[src/adoc_params.svh]
// constants for the converter calibration control block
// Overview of operation
// - calibration pin high makes the next chip-select fall start a calibration
// - a calibration lasts one chip-select fall plus nineteen serial clock cycles
// - calibration repeats every cycle while the calibration pin stays high
// - calibration pin rising mid-conversion marks that conversion corrupted
// - chip select falling too soon after pin rise gives an inaccurate calibration
// - after a full held cycle calibration ends at the nineteenth clock
// - first chip-select fall after pin low starts a normal dual conversion
// - writing the control calibration bit calibrates next cycle, corrupts current
// - calibration converts shorted inputs and stores each offset separately
// - stored offset is subtracted from every later result of that converter
// - gain selection changes leave the stored offsets untouched
// - correctable offset limited to plus or minus 500 codes
// - host may write offset registers directly; device subtracts them
// - each converter has its own gain correction register
// - gain register is sign bit plus six magnitude bits
// - each magnitude step changes the multiplier by one part in 4096
// - all zeros in a gain register gives a multiplier of exactly one
// - sign zero gives one minus magnitude/4096, sign one gives one plus
// - write is four address and twelve data bits over seventeen clocks
// - addresses 0010/0011 select offsets, 0100/0101 select gains of A/B
// - all registers clear to zero at reset
`ifndef ADOC_PARAMS_SVH
`define ADOC_PARAMS_SVH

`define ADOC_CLK_MHZ 10
`define ADOC_CAL_SETUP_NS 100
`define ADOC_CODE_W 14
`define ADOC_OFF_W 12
`define ADOC_GAIN_W 7
`define ADOC_CNT_W 6
`define ADOC_CNT_MAX 6'h3F
`define ADOC_DATA_FALLS 6'h10
`define ADOC_CONV_LAST 6'h12
`define ADOC_OUT_LAST 6'h2E
`define ADOC_ADDR_CTRL 4'h1
`define ADOC_ADDR_OFF_A 4'h2
`define ADOC_ADDR_OFF_B 4'h3
`define ADOC_ADDR_GAIN_A 4'h4
`define ADOC_ADDR_GAIN_B 4'h5
`define ADOC_ADDR_RESULT 4'h0
`define ADOC_CTRL_CAL_BIT 4
`define ADOC_CTRL_RD_MSB 11
`define ADOC_CTRL_RD_LSB 8
`define ADOC_CTRL_PGA_MSB 3
`define ADOC_CTRL_RESET 12'h000
`define ADOC_OFF_RESET 12'h000
`define ADOC_GAIN_RESET 7'h00
`define ADOC_OFF_LIMIT 11'h1F4
`define ADOC_GAIN_UNITY 14'h1000
`define ADOC_GAIN_SHIFT 12
`define ADOC_CODE_MAX 18'h01FFF
`define ADOC_CODE_MIN 18'h3E000

`endif

[src/adoc_pkg.sv]
// types shared by the calibration control block
package adoc_pkg;
    typedef enum logic [1:0] {CYC_IDLE, CYC_CONVERT, CYC_CALIBRATE} adoc_cycle_type;
    typedef logic signed [13:0] adoc_code_type;
endpackage : adoc_pkg

[src/adoc_sync.sv]
// two-flop synchroniser for pin inputs
`timescale 1ns/1ps
`default_nettype none
module adoc_sync #(
    parameter int W = 1
) (
    input wire logic core_clk,
    input wire logic reset,
    input wire logic [W-1:0] async_in,
    output logic [W-1:0] sync_out
);
    logic [W-1:0] meta_reg;

    always_ff @(posedge core_clk) begin
        if (reset) begin
            meta_reg <= '0;
            sync_out <= '0;
        end else begin
            meta_reg <= async_in;
            sync_out <= meta_reg;
        end
    end
endmodule : adoc_sync
`default_nettype wire

[src/adoc_corrector.sv]
// offset subtraction, gain multiply and clip for one converter
`timescale 1ns/1ps
`default_nettype none
`include "adoc_params.svh"
module adoc_corrector
    import adoc_pkg::*;
#(
    parameter int CODE_W = `ADOC_CODE_W,
    parameter int OFF_W = `ADOC_OFF_W,
    parameter int GAIN_W = `ADOC_GAIN_W
) (
    input wire logic [CODE_W-1:0] raw_code,
    input wire logic [OFF_W-1:0] offset,
    input wire logic [GAIN_W-1:0] gain,
    output logic [CODE_W-1:0] corr_code
);
    if (CODE_W != 14 || OFF_W != 12 || GAIN_W != 7) begin : g_chk
        $error("adoc_corrector: widths must be 14/12/7");
    end

    // offset held as sign plus magnitude
    wire logic signed [14:0] off_mag = $signed({4'h0, offset[10:0]});
    wire logic signed [14:0] off_val = offset[11] ? -off_mag : off_mag;
    wire logic signed [14:0] diff = $signed({raw_code[13], raw_code}) - off_val;
    wire logic [13:0] gmag = {8'h00, gain[5:0]};
    wire logic [13:0] factor = gain[6] ? (`ADOC_GAIN_UNITY + gmag)
                                       : (`ADOC_GAIN_UNITY - gmag);
    wire logic signed [29:0] prod = diff * $signed({1'b0, factor});
    wire logic signed [17:0] scaled = prod[29:12];
    wire logic too_high = scaled > $signed(`ADOC_CODE_MAX);
    wire logic too_low = scaled < $signed(`ADOC_CODE_MIN);
    assign corr_code = too_high ? 14'h1FFF : too_low ? 14'h2000 : scaled[13:0];
endmodule : adoc_corrector
`default_nettype wire

[src/adoc_top.sv]
// calibration control: serial register port, cycle timing, correction
`timescale 1ns/1ps
`default_nettype none
`include "adoc_params.svh"
module adoc_top
    import adoc_pkg::*;
#(
    parameter int CAL_SETUP_NS = `ADOC_CAL_SETUP_NS
) (
    input wire logic core_clk,
    input wire logic reset,
    input wire logic sclk,
    input wire logic cs_n,
    input wire logic cal_req,
    input wire logic serial_config_in,
    input wire logic [13:0] raw_code_a,
    input wire logic [13:0] raw_code_b,
    output logic serial_out_a,
    output logic serial_out_a_oe,
    output logic serial_out_b,
    output logic serial_out_b_oe,
    output logic short_inputs,
    output logic [3:0] pga_gain_sel,
    output logic [13:0] result_a,
    output logic [13:0] result_b,
    output logic result_valid,
    output logic conv_corrupt,
    output logic cal_done,
    output logic cal_inaccurate
);
    localparam int CAL_SETUP_CYC = (CAL_SETUP_NS * `ADOC_CLK_MHZ + 999) / 1000;
    if (CAL_SETUP_CYC > 250) begin : g_chk
        $error("adoc_top: calibration setup time too long for its counter");
    end

    // ------------------------------------------------------------
    // pin synchronisation and edge detection
    // ------------------------------------------------------------
    logic [3:0] pins_s;
    logic sclk_d_reg;
    logic cs_d_reg;
    logic cal_d_reg;

    adoc_sync #(.W(4)) u_sync (
        .core_clk(core_clk),
        .reset(reset),
        .async_in({sclk, cs_n, cal_req, serial_config_in}),
        .sync_out(pins_s)
    );

    wire logic sclk_s = pins_s[3];
    wire logic cs_n_s = pins_s[2];
    wire logic cal_s = pins_s[1];
    wire logic din_s = pins_s[0];

    always_ff @(posedge core_clk) begin
        if (reset) begin
            sclk_d_reg <= 1'b0;
            cs_d_reg <= 1'b0;
            cal_d_reg <= 1'b0;
        end else begin
            sclk_d_reg <= sclk_s;
            cs_d_reg <= cs_n_s;
            cal_d_reg <= cal_s;
        end
    end

    wire logic cs_fall = cs_d_reg & ~cs_n_s;
    wire logic cs_rise = ~cs_d_reg & cs_n_s;
    wire logic cal_rise = cal_s & ~cal_d_reg;
    // an sclk fall coinciding with the cs fall is not counted
    wire logic sclk_fall = sclk_d_reg & ~sclk_s & ~cs_n_s & ~cs_fall;

    // ------------------------------------------------------------
    // falling-edge counter and register write shifter
    // ------------------------------------------------------------
    logic [5:0] fall_cnt_reg;
    logic [15:0] shift_in_reg;

    always_ff @(posedge core_clk) begin
        if (reset) begin
            fall_cnt_reg <= '0;
        end else if (cs_fall) begin
            fall_cnt_reg <= '0;
        end else if (sclk_fall && fall_cnt_reg != `ADOC_CNT_MAX) begin
            fall_cnt_reg <= fall_cnt_reg + 6'h01;
        end
    end

    always_ff @(posedge core_clk) begin
        if (reset) begin
            shift_in_reg <= '0;
        end else if (sclk_fall && fall_cnt_reg < `ADOC_DATA_FALLS) begin
            shift_in_reg <= {shift_in_reg[14:0], din_s};
        end
    end

    wire logic wr_evt = sclk_fall && fall_cnt_reg == `ADOC_DATA_FALLS;
    wire logic done_evt = sclk_fall && fall_cnt_reg == `ADOC_CONV_LAST;
    wire logic [3:0] wr_addr = shift_in_reg[15:12];
    wire logic [11:0] wr_data = shift_in_reg[11:0];
    wire logic wr_ctrl = wr_evt && wr_addr == `ADOC_ADDR_CTRL;
    wire logic wr_off_a = wr_evt && wr_addr == `ADOC_ADDR_OFF_A;
    wire logic wr_off_b = wr_evt && wr_addr == `ADOC_ADDR_OFF_B;
    wire logic wr_gain_a = wr_evt && wr_addr == `ADOC_ADDR_GAIN_A;
    wire logic wr_gain_b = wr_evt && wr_addr == `ADOC_ADDR_GAIN_B;
    wire logic wr_cal = wr_ctrl && wr_data[`ADOC_CTRL_CAL_BIT];

    // ------------------------------------------------------------
    // conversion cycle control
    // ------------------------------------------------------------
    adoc_cycle_type cycle_reg;
    logic cal_pend_reg;
    logic corrupt_reg;
    logic early_reg;
    logic [7:0] setup_cnt_reg;

    wire logic start_cal = cal_s | cal_pend_reg;
    wire logic busy = cycle_reg != CYC_IDLE;

    always_ff @(posedge core_clk) begin
        if (reset) begin
            setup_cnt_reg <= '0;
        end else if (!cal_s) begin
            setup_cnt_reg <= '0;
        end else if (setup_cnt_reg < 8'(CAL_SETUP_CYC)) begin
            setup_cnt_reg <= setup_cnt_reg + 8'h01;
        end
    end

    always_ff @(posedge core_clk) begin
        if (reset) begin
            cycle_reg <= CYC_IDLE;
        end else if (cs_fall) begin
            cycle_reg <= start_cal ? CYC_CALIBRATE : CYC_CONVERT;
        end else if (done_evt || cs_rise) begin
            cycle_reg <= CYC_IDLE;
        end
    end

    always_ff @(posedge core_clk) begin
        if (reset) begin
            cal_pend_reg <= 1'b0;
        end else if (wr_cal) begin
            cal_pend_reg <= 1'b1;
        end else if (cs_fall) begin
            cal_pend_reg <= 1'b0;
        end
    end

    always_ff @(posedge core_clk) begin
        if (reset) begin
            corrupt_reg <= 1'b0;
            early_reg <= 1'b0;
        end else if (cs_fall) begin
            corrupt_reg <= 1'b0;
            early_reg <= cal_s && setup_cnt_reg < 8'(CAL_SETUP_CYC);
        end else if ((cal_rise && busy) || wr_cal) begin
            corrupt_reg <= 1'b1;
        end
    end

    // ------------------------------------------------------------
    // registers
    // ------------------------------------------------------------
    logic [11:0] ctrl_reg;
    logic [11:0] off_a_reg;
    logic [11:0] off_b_reg;
    logic [6:0] gain_a_reg;
    logic [6:0] gain_b_reg;

    // measured two's-complement code to sign-magnitude, clamped
    function automatic logic [11:0] meas_to_off(input logic [13:0] code);
        logic [13:0] mag;
        mag = code[13] ? 14'(-code) : code;
        if (mag > {3'h0, `ADOC_OFF_LIMIT}) begin
            mag = {3'h0, `ADOC_OFF_LIMIT};
        end
        return {code[13], mag[10:0]};
    endfunction : meas_to_off

    wire logic [11:0] meas_off_a = meas_to_off(raw_code_a);
    wire logic [11:0] meas_off_b = meas_to_off(raw_code_b);
    wire logic cal_store = done_evt && cycle_reg == CYC_CALIBRATE && !early_reg;
    // written offsets are limited the same way as measured ones
    wire logic [11:0] wr_off = (wr_data[10:0] > `ADOC_OFF_LIMIT)
                               ? {wr_data[11], `ADOC_OFF_LIMIT} : wr_data;

    always_ff @(posedge core_clk) begin
        if (reset) begin
            ctrl_reg <= `ADOC_CTRL_RESET;
            off_a_reg <= `ADOC_OFF_RESET;
            off_b_reg <= `ADOC_OFF_RESET;
            gain_a_reg <= `ADOC_GAIN_RESET;
            gain_b_reg <= `ADOC_GAIN_RESET;
        end else begin
            if (wr_ctrl) begin
                ctrl_reg <= wr_data;
            end
            if (cal_store) begin
                off_a_reg <= meas_off_a;
                off_b_reg <= meas_off_b;
            end else begin
                if (wr_off_a) begin
                    off_a_reg <= wr_off;
                end
                if (wr_off_b) begin
                    off_b_reg <= wr_off;
                end
            end
            if (wr_gain_a) begin
                gain_a_reg <= wr_data[11:5];
            end
            if (wr_gain_b) begin
                gain_b_reg <= wr_data[11:5];
            end
        end
    end

    // ------------------------------------------------------------
    // correction and result capture
    // ------------------------------------------------------------
    logic [13:0] corr_a;
    logic [13:0] corr_b;

    adoc_corrector u_corr_a (
        .raw_code(raw_code_a),
        .offset(off_a_reg),
        .gain(gain_a_reg),
        .corr_code(corr_a)
    );

    adoc_corrector u_corr_b (
        .raw_code(raw_code_b),
        .offset(off_b_reg),
        .gain(gain_b_reg),
        .corr_code(corr_b)
    );

    wire logic conv_done = done_evt && cycle_reg == CYC_CONVERT;

    always_ff @(posedge core_clk) begin
        if (reset) begin
            result_a <= '0;
            result_b <= '0;
            result_valid <= 1'b0;
            conv_corrupt <= 1'b0;
            cal_done <= 1'b0;
            cal_inaccurate <= 1'b0;
        end else begin
            result_valid <= conv_done && !corrupt_reg;
            conv_corrupt <= conv_done && corrupt_reg;
            cal_done <= cal_store;
            cal_inaccurate <= done_evt && cycle_reg == CYC_CALIBRATE && early_reg;
            if (conv_done && !corrupt_reg) begin
                result_a <= corr_a;
                result_b <= corr_b;
            end
        end
    end

    // ------------------------------------------------------------
    // serial output
    // ------------------------------------------------------------
    wire logic [3:0] rd_sel = ctrl_reg[`ADOC_CTRL_RD_MSB:`ADOC_CTRL_RD_LSB];
    wire logic [13:0] rb_word = (rd_sel == `ADOC_ADDR_CTRL) ? {2'h0, ctrl_reg}
                              : (rd_sel == `ADOC_ADDR_OFF_A) ? {2'h0, off_a_reg}
                              : (rd_sel == `ADOC_ADDR_OFF_B) ? {2'h0, off_b_reg}
                              : (rd_sel == `ADOC_ADDR_GAIN_A) ? {7'h00, gain_a_reg}
                              : (rd_sel == `ADOC_ADDR_GAIN_B) ? {7'h00, gain_b_reg}
                              : corr_a;
    wire logic [13:0] word_a = (rd_sel == `ADOC_ADDR_RESULT) ? corr_a : rb_word;
    wire logic out_stop = cs_n_s || (sclk_fall && fall_cnt_reg == `ADOC_OUT_LAST);
    logic [27:0] sh_a_reg;
    logic [27:0] sh_b_reg;

    always_ff @(posedge core_clk) begin
        if (reset) begin
            sh_a_reg <= '0;
            sh_b_reg <= '0;
            serial_out_a <= 1'b0;
            serial_out_b <= 1'b0;
            serial_out_a_oe <= 1'b0;
            serial_out_b_oe <= 1'b0;
        end else if (out_stop) begin
            serial_out_a_oe <= 1'b0;
            serial_out_b_oe <= 1'b0;
        end else if (done_evt) begin
            serial_out_a <= word_a[13];
            serial_out_b <= corr_b[13];
            sh_a_reg <= {word_a[12:0], corr_b, 1'b0};
            sh_b_reg <= {corr_b[12:0], corr_a, 1'b0};
            serial_out_a_oe <= 1'b1;
            serial_out_b_oe <= 1'b1;
        end else if (sclk_fall && serial_out_a_oe) begin
            serial_out_a <= sh_a_reg[27];
            serial_out_b <= sh_b_reg[27];
            sh_a_reg <= {sh_a_reg[26:0], 1'b0};
            sh_b_reg <= {sh_b_reg[26:0], 1'b0};
        end
    end

    always_ff @(posedge core_clk) begin
        if (reset) begin
            short_inputs <= 1'b0;
            pga_gain_sel <= '0;
        end else begin
            short_inputs <= cs_fall ? start_cal : (busy && cycle_reg == CYC_CALIBRATE);
            pga_gain_sel <= ctrl_reg[`ADOC_CTRL_PGA_MSB:0];
        end
    end
endmodule : adoc_top
`default_nettype wire

[config.mk]
export PLATFORM = sky130hd
export DESIGN_NAME = adoc_top
export DESIGN_NICKNAME = d
export VERILOG_FILES = /design/src/adoc_pkg.sv /design/src/adoc_sync.sv /design/src/adoc_corrector.sv /design/src/adoc_top.sv
export VERILOG_INCLUDE_DIRS = /design/src
export SDC_FILE = /design/constraint.sdc
export NUM_CORES = 1
export LEC_CHECK = 0
export CAP_MARGIN = 10
export CORE_AREA = 2 2 362 185
export DETAILED_ROUTE_END_ITERATION = 6
export DIE_AREA = 0 0 364 187
export DONT_BUFFER_PORTS = 1
export GPL_TIMING_DRIVEN = 0
export HOLD_SLACK_MARGIN = 0.12
export SLEW_MARGIN = 20
export SYNTH_ARGS = -nofsm -noshare
export SYNTH_HDL_FRONTEND = slang
export SYNTH_SLANG_ARGS = --single-unit
[constraint.sdc]
create_clock -name core_clk -period 25.7 [get_ports core_clk]
set_input_delay 2.57 -clock core_clk [delete_from_list [all_inputs] [get_ports core_clk]]
set_output_delay 2.57 -clock core_clk [all_outputs]
set_load 0.05 [all_outputs]
; ---- After elaboration in Yosys (flattened, before gate mapping)
; Cells that the tools add are included.
[op_classes]
bitwise_logic = 14
addsub = 12
n_lt_le_gt_ge = 9
mux = 37
eq_ne = 16
n_reduce_logical = 37
multipliers = 2
[ops]
columns = operator, n
row1 = 2-to-1 mux 14 bit, 14
row2 = 2-to-1 mux 28 bit, 4
row3 = multiplier 15 x 15 -> 30 bit, 2
row4 = 2-to-1 mux 12 bit, 4
row5 = > comparator 18 x 14 -> 1 bit (second input constant), 2
row6 = < comparator 18 x 14 -> 1 bit (second input constant), 2
row7 = 2-to-1 mux 11 bit, 3
row8 = 2-to-1 mux 15 bit, 2
row9 = negator 11 -> 15 bit, 2
row10 = subtractor 14 x 15 -> 15 bit, 2
row11 = adder 13 x 6 -> 14 bit (first input constant), 2
row12 = > comparator 14 x 9 -> 1 bit (second input constant), 2
row13 = negator 14 bit, 2
row14 = subtractor 13 x 6 -> 14 bit (first input constant), 2
row15 = logical AND 1 bit, 21
row16 = equality test 4 x 2 -> 1 bit (second input constant), 4
row17 = equality test 4 x 3 -> 1 bit (second input constant), 4
row18 = equality test 6 x 5 -> 1 bit (second input constant), 2
row19 = nonzero test 2 bit, 6
row20 = > comparator 11 x 9 -> 1 bit (second input constant), 1
row21 = adder 8 x 1 -> 8 bit (second input constant), 1
row22 = equality test 4 x 1 -> 1 bit (second input constant), 2
row23 = < comparator 8 x 1 -> 1 bit (second input constant), 1
row24 = 2-to-1 mux 1 bit, 7
row25 = other kinds (15), 33
[word_totals]
in_bits = 34
output_inout_bits = 41
wordCells = 157
register_bits = 192

; ---- Logic depth before layout (Yosys ltp)
[depth]
depth_word = 14
depth_mapped = 42

; ---- By module
; From an unflattened synthesis, not the netlist that was laid out.
[unflattened]
cells_unflattened = 3046
hier_area_um2 = 25747.2
[by_module_without_submodules]
columns = module, area_per_inst_um2, n_inst, cells_per_inst, seq_area_each_um2
row1 = adoc_top, 8677.1, 1, 1057, 3643.5
row2 = adoc_corrector (u_corr_a), 8436.8, 1, 998, 0.0
row3 = adoc_corrector (u_corr_b), 8423.1, 1, 975, 0.0
row4 = adoc_sync, 210.2, 1, 16, 160.2

; ---- Worst setup path after synthesis
; No wires, ideal clock.
[synth_timing]
kind = input to register
start = input port raw_code_a[0]
end = register sh_a_reg[25]
arrival_ps = 11840
setup_slack_ps = 13756
path_stages = 36
path_cell_list = inv_1 > ha_1 > inv_1 > fa_1 > a21o_1 > a21oi_1 > o21bai_1 > a211o_1 > and3_1 > a2111oi_0 > nor3_1 > nor3b_1 > clkbuf_1 > nand2b_1 > inv_1 > fa_1 > fa_1 > inv_1 > fa_1 > inv_1 > fa_1 > fa_1 > inv_1 > fa_1 > inv_1 > ha_1 > nand3_1 > nor4_1 > o21a_1 > nor2_1 > mux2_2 > or3_1 > o41a_4 > a21oi_2 > o21ai_1 > a2111oi_2
[synth_via]
elab_chain_cells = 12
[synth_lines]
columns = element, line_no
row1 = from (decl), adoc_top.sv:16  ; input wire logic [13:0] raw_code_a,
row2 = subtractor 14 x 15 -> 15 bit *, adoc_corrector.sv:24  ; wire logic signed [14:0] diff = $signed({raw_code[13], raw_code}) - off_val;
row3 = multiplier 15 x 15 -> 30 bit *, adoc_corrector.sv:28  ; wire logic signed [29:0] prod = diff * $signed({1'b0, factor});
row4 = < comparator 18 x 14 -> 1 bit, adoc_corrector.sv:31  ; wire logic too_low = scaled < $signed(`ADOC_CODE_MIN);
row5 = 2-to-1 mux 14 bit, adoc_corrector.sv:32  ; assign corr_code = too_high ? 14'h1FFF : too_low ? 14'h2000 : scaled[13:0];
row6 = 2-to-1 mux 14 bit *, adoc_corrector.sv:32
row7 = 2-to-1 mux 14 bit, adoc_top.sv:270  ; : (rd_sel == `ADOC_ADDR_GAIN_B) ? {7'h00, gain_b_reg}
row8 = 2-to-1 mux 14 bit, adoc_top.sv:269  ; : (rd_sel == `ADOC_ADDR_GAIN_A) ? {7'h00, gain_a_reg}
row9 = 2-to-1 mux 14 bit, adoc_top.sv:268  ; : (rd_sel == `ADOC_ADDR_OFF_B) ? {2'h0, off_b_reg}
row10 = 2-to-1 mux 14 bit, adoc_top.sv:267  ; : (rd_sel == `ADOC_ADDR_OFF_A) ? {2'h0, off_a_reg}
row11 = 2-to-1 mux 14 bit, adoc_top.sv:266  ; wire logic [13:0] rb_word = (rd_sel == `ADOC_ADDR_CTRL) ? {2'h0, ctrl_reg}
row12 = 2-to-1 mux 14 bit *, adoc_top.sv:272  ; wire logic [13:0] word_a = (rd_sel == `ADOC_ADDR_RESULT) ? corr_a : rb_word;
row13 = 2-to-1 mux 28 bit *, adoc_top.sv:288  ; end else if (done_evt) begin
row14 = to (signal assigned), adoc_top.sv:291  ; sh_a_reg <= {word_a[12:0], corr_b, 1'b0};
row15 = to (signal assigned), adoc_top.sv:298  ; sh_a_reg <= {sh_a_reg[26:0], 1'b0};
row16 = to (decl), adoc_top.sv:274  ; logic [27:0] sh_a_reg;
; Every way passes the cells marked *; elsewhere a longest branch is shown, timed or not.
; A chain may end at the register's enable or synchronous reset.

; ---- Final worst setup path
[layout_timing]
start = input port raw_code_a[0]
end = register sh_b_reg[12]
[layout_via]
elab_chain_cells = 6
[layout_lines]
columns = element, line_no
row1 = subtractor 14 x 15 -> 15 bit *, adoc_corrector.sv:24
row2 = multiplier 15 x 15 -> 30 bit *, adoc_corrector.sv:28
row3 = < comparator 18 x 14 -> 1 bit, adoc_corrector.sv:31
row4 = 2-to-1 mux 14 bit, adoc_corrector.sv:32
row5 = 2-to-1 mux 14 bit *, adoc_corrector.sv:32
row6 = 2-to-1 mux 28 bit *, adoc_top.sv:288
row7 = to (signal assigned), adoc_top.sv:292  ; sh_b_reg <= {corr_b[12:0], corr_a, 1'b0};
row8 = to (signal assigned), adoc_top.sv:299  ; sh_b_reg <= {sh_b_reg[26:0], 1'b0};
row9 = to (decl), adoc_top.sv:275  ; logic [27:0] sh_b_reg;
; Marks and branches as above.

==> metrics.md <==
| Metric | Value |
|---|---|
| Outcome | `finished clean` |
| Die area | `0.0681 mm^2` |
| Mapped Nets | `3668` |
| Crit. End Element | `flip-flop` |
| Pwr/cell area | `27.7 mW/mm^2` |
| Vias in the first global route | `20400` |
| Grt ovf | `0` |
| Max cap viols | `0` |
| CP Max Fanout | `10` |
| Root Driver | `clkbuf_16` |
| Area Overhead vs Synth | `6.98%` |
| Avg WL per Cell | `21.2 um` |
| Initial Util | `39.2%` |
| Async SR Flop Fraction | `0%` |
| Synthesized area per cell | `8.34 um^2` |
| Post-DRT Antenna Nets | `0` |
| Synth unique cells | `99` |
| # IOs | `75` |
| Worst path slowest cell | `a2111oi_0` |
| TritonCTS clock tree | `built` |
| RSZ-0062 raised after global routing | `false` |
| Max-slew violations | `0` |
| Synth Warn # | `0` |
| EDFF count, synth | `0` |
| Worst-path clk slew | `0.08 ns` |
| CTS H-tree lvls | `4` |
| Placeable core area | `0.0655 mm^2` |
| Sequential cell area fraction in the yosys report | `14.8%` |
| Initial antenna violation count | `2` |
| Top Usage Layer GRT | `met1` |
| Met3 Use GR | `14.5%` |
| Ratio of cells with drive above 1 in the final layout | `3.76%` |
| Fin crit share | `54.0%` |
| Initial DRC count | `2284` |
| CTS Buffer Depth | `2` |
| Post-CTS sizing | `0` |
| DRC Markers | `0` |
| CP Launch Type | `primary input` |
| Final total power | `0.761 mW` |
| Flop-to-flop setup slack | `13.07 ns` |
| Lkg Pwr | `12.4 nW` |
| Clock Sinks | `190` |
| Max Freq | `72.0 MHz` |
| Final wirelength | `85000 um` |
| M2 GR Usage | `27.5%` |
| Die Ht | `187 um` |
| Commonest non-fill, non-tap cell in the layout | `inv_1` |
| Final min period | `13.88 ns` |
| Vias per inst | `5.36` |
| Setup TNS | `0 ns` |
| Post-CTS Setup Repair Bufs | `0` |
| Hpwl dp | `72500 um` |
| Post-synthesis register bit count | `190` |
| Largest net degree at the start of global routing | `21` |
| Nets | `3690` |
| Mapped cell area | `0.0257 mm^2` |
| First-pass GRT wire length | `129000 um` |
| Width of the die | `364 um` |
| Hold Vio Cnt, Final | `0` |
| Post-Route Skew | `0.0227 ns` |
| Buffers added on ports | `0` |
| Actual slew at the worst max-slew pin | `1.15 ns` |
| Cells after Synth | `3079` |
| Clock Latency Late Sink | `0.48 ns` |
| R2R depth | `35` |
| Critical path required time | `26.04 ns` |
| Worst path arrival time | `14.22 ns` |
| Hold Path Cell Cnt | `1` |
| Max-slew headroom | `23.4%` |
| Post-placement setup slack | `11.29 ns` |
| HP Class | `reg2reg` |
| WP depth | `36` |
| Ys flop type | `dfxtp_1` |
| Setup ws final | `11.82 ns` |
| Top delay family on crit path | `adder cells` |
| M1 GR Usage | `41.3%` |
| Most frequent cells in the layout | `inv_1, fa_1, nand2_1` |
| Peak supply drop | `0.0000445 V` |
| # setup viols final | `0` |
| Pre-Repair DR Iteration Count | `6` |
| GRT Overall Usage | `25.3%` |
| GPL Wtd Cong | `1.01` |
| Worst path bufs/invs | `9` |
| Via count | `21500` |
| CP max stage delay | `0.75 ns` |
| Hold Buf Count CTS | `0` |
| Crit Path Class | `in2reg` |
| CTS buffer count | `17` |
| Num rows | `67` |
area by class of cell:
class	instances	area (um^2)
clock inverter	14	188
tap	897	1120
clock buffer	17	425
timing repair buffer	3	17.5
antenna	1	2.50
multi-input combinational	2243	19500
fill	6633	38000
inverter	514	1930
sequential	190	3800
buffer	132	520
power breakdown:
| part | leakage (nW) | switching, mW | internal [mW] |
|---|---|---|---|
| registers | 1.53 | 0.000743 | 0.295 |
| logic | 10.6 | 0.124 | 0.0545 |
| clock network | 0.295 | 0.147 | 0.141 |
| total | 12.4 | 0.271 | 0.490 |
through the flow:
| stage | cell area (um^2) | std cells | util, % | hold slack [ns] |
|---|---|---|---|---|
| 6_report | 27500 | 4011 | 42.0 | 0.443 |
| 5_1_grt | 27500 | 4010 | 42.0 | 0.463 |
| 4_1_cts | 27500 | 4010 | 41.9 | 0.445 |
| 3_5_place_dp | 26800 | 3979 | 41.0 | 0.425 |
| 3_3_place_gp | 26800 | 3976 | 41.0 | 0.423 |
| 2_1_floorplan | 25700 | 3079 | - | 0.414 |
worst reg2reg max path: cells and delay by family, from the launching register on:
kind | cells | cell delay [ns]
flops | 1 | 0.55
compound gates | 11 | 3.78
mux | 1 | 0.22
fa+ha+maj | 8 | 4.29
buf+inv | 8 | 1.84
simple gates | 7 | 1.80
kinds of logic after synthesis:
logic type | after synthesis | synth area share [%]
AND/OR/NAND/NOR | 994 | 17.8
buffers and inverters | 646 | 9.54
adder cells (fa/ha/maj) | 555 | 38.0
AO/OA/AOI/OAI | 537 | 14.2
flip-flops | 190 | 14.8
XOR/XNOR | 119 | 4.06
multiplexers | 38 | 1.53
worst paths after layout:
kind	to	startpoint
min reg2reg	u_sync.sync_out[2]	u_sync.meta_reg[2]
min	u_sync.sync_out[2]	u_sync.meta_reg[2]
max reg2reg	sh_b_reg[12]	off_a_reg[11]
max	sh_b_reg[12]	raw_code_a[0]
metal layers:
metal / part of all wire (%) / up-vias / wire length (um)
met2: 32 / 1058 / 27600
met3: 17 / 32 / 14400
li1: - / 10000 / -
met5: 0.20 / - / 172
met1: 50 / 10400 / 42400
met4: 0.44 / 2 / 372
synth_stat cells (8+ instances only):
| library cell | instances | area share (%) |
|---|---|---|
| inv_1 | 513 | 7.5 |
| fa_1 | 377 | 29 |
| nand2_1 | 341 | 5.0 |
| nor2_1 | 308 | 4.5 |
| dfxtp_1 | 190 | 15 |
| ha_1 | 178 | 8.7 |
| a21oi_1 | 161 | 3.1 |
| clkbuf_1 | 119 | 1.7 |
| o21ai_0 | 86 | 1.7 |
| xnor2_1 | 60 | 2.0 |
| xor2_1 | 59 | 2.0 |
| nor3_1 | 56 | 1.1 |
| and2_1 | 50 | 1.2 |
| nor2b_1 | 42 | 1.0 |
| a211oi_1 | 38 | 1.1 |
| nand3_1 | 38 | 0.74 |
| nand2b_1 | 36 | 0.88 |
| mux2i_1 | 33 | 1.3 |
| and3_1 | 25 | 0.61 |
| a31oi_1 | 24 | 0.58 |
| a21o_1 | 23 | 0.67 |
| or3_1 | 22 | 0.54 |
| or2_2 | 21 | 0.51 |
| o31ai_1 | 17 | 0.50 |
| o21bai_1 | 15 | 0.44 |
| o211ai_1 | 14 | 0.41 |
| a221oi_1 | 13 | 0.44 |
| o22ai_1 | 12 | 0.29 |
| a211oi_2 | 11 | 0.54 |
| nor4_1 | 11 | 0.27 |
| a21boi_0 | 10 | 0.29 |
| nand4_1 | 10 | 0.24 |
| a211o_1 | 9 | 0.31 |
| o311a_1 | 9 | 0.35 |
| o21a_1 | 8 | 0.23 |
No activity file was read; power rests on OpenSTA's default activity.
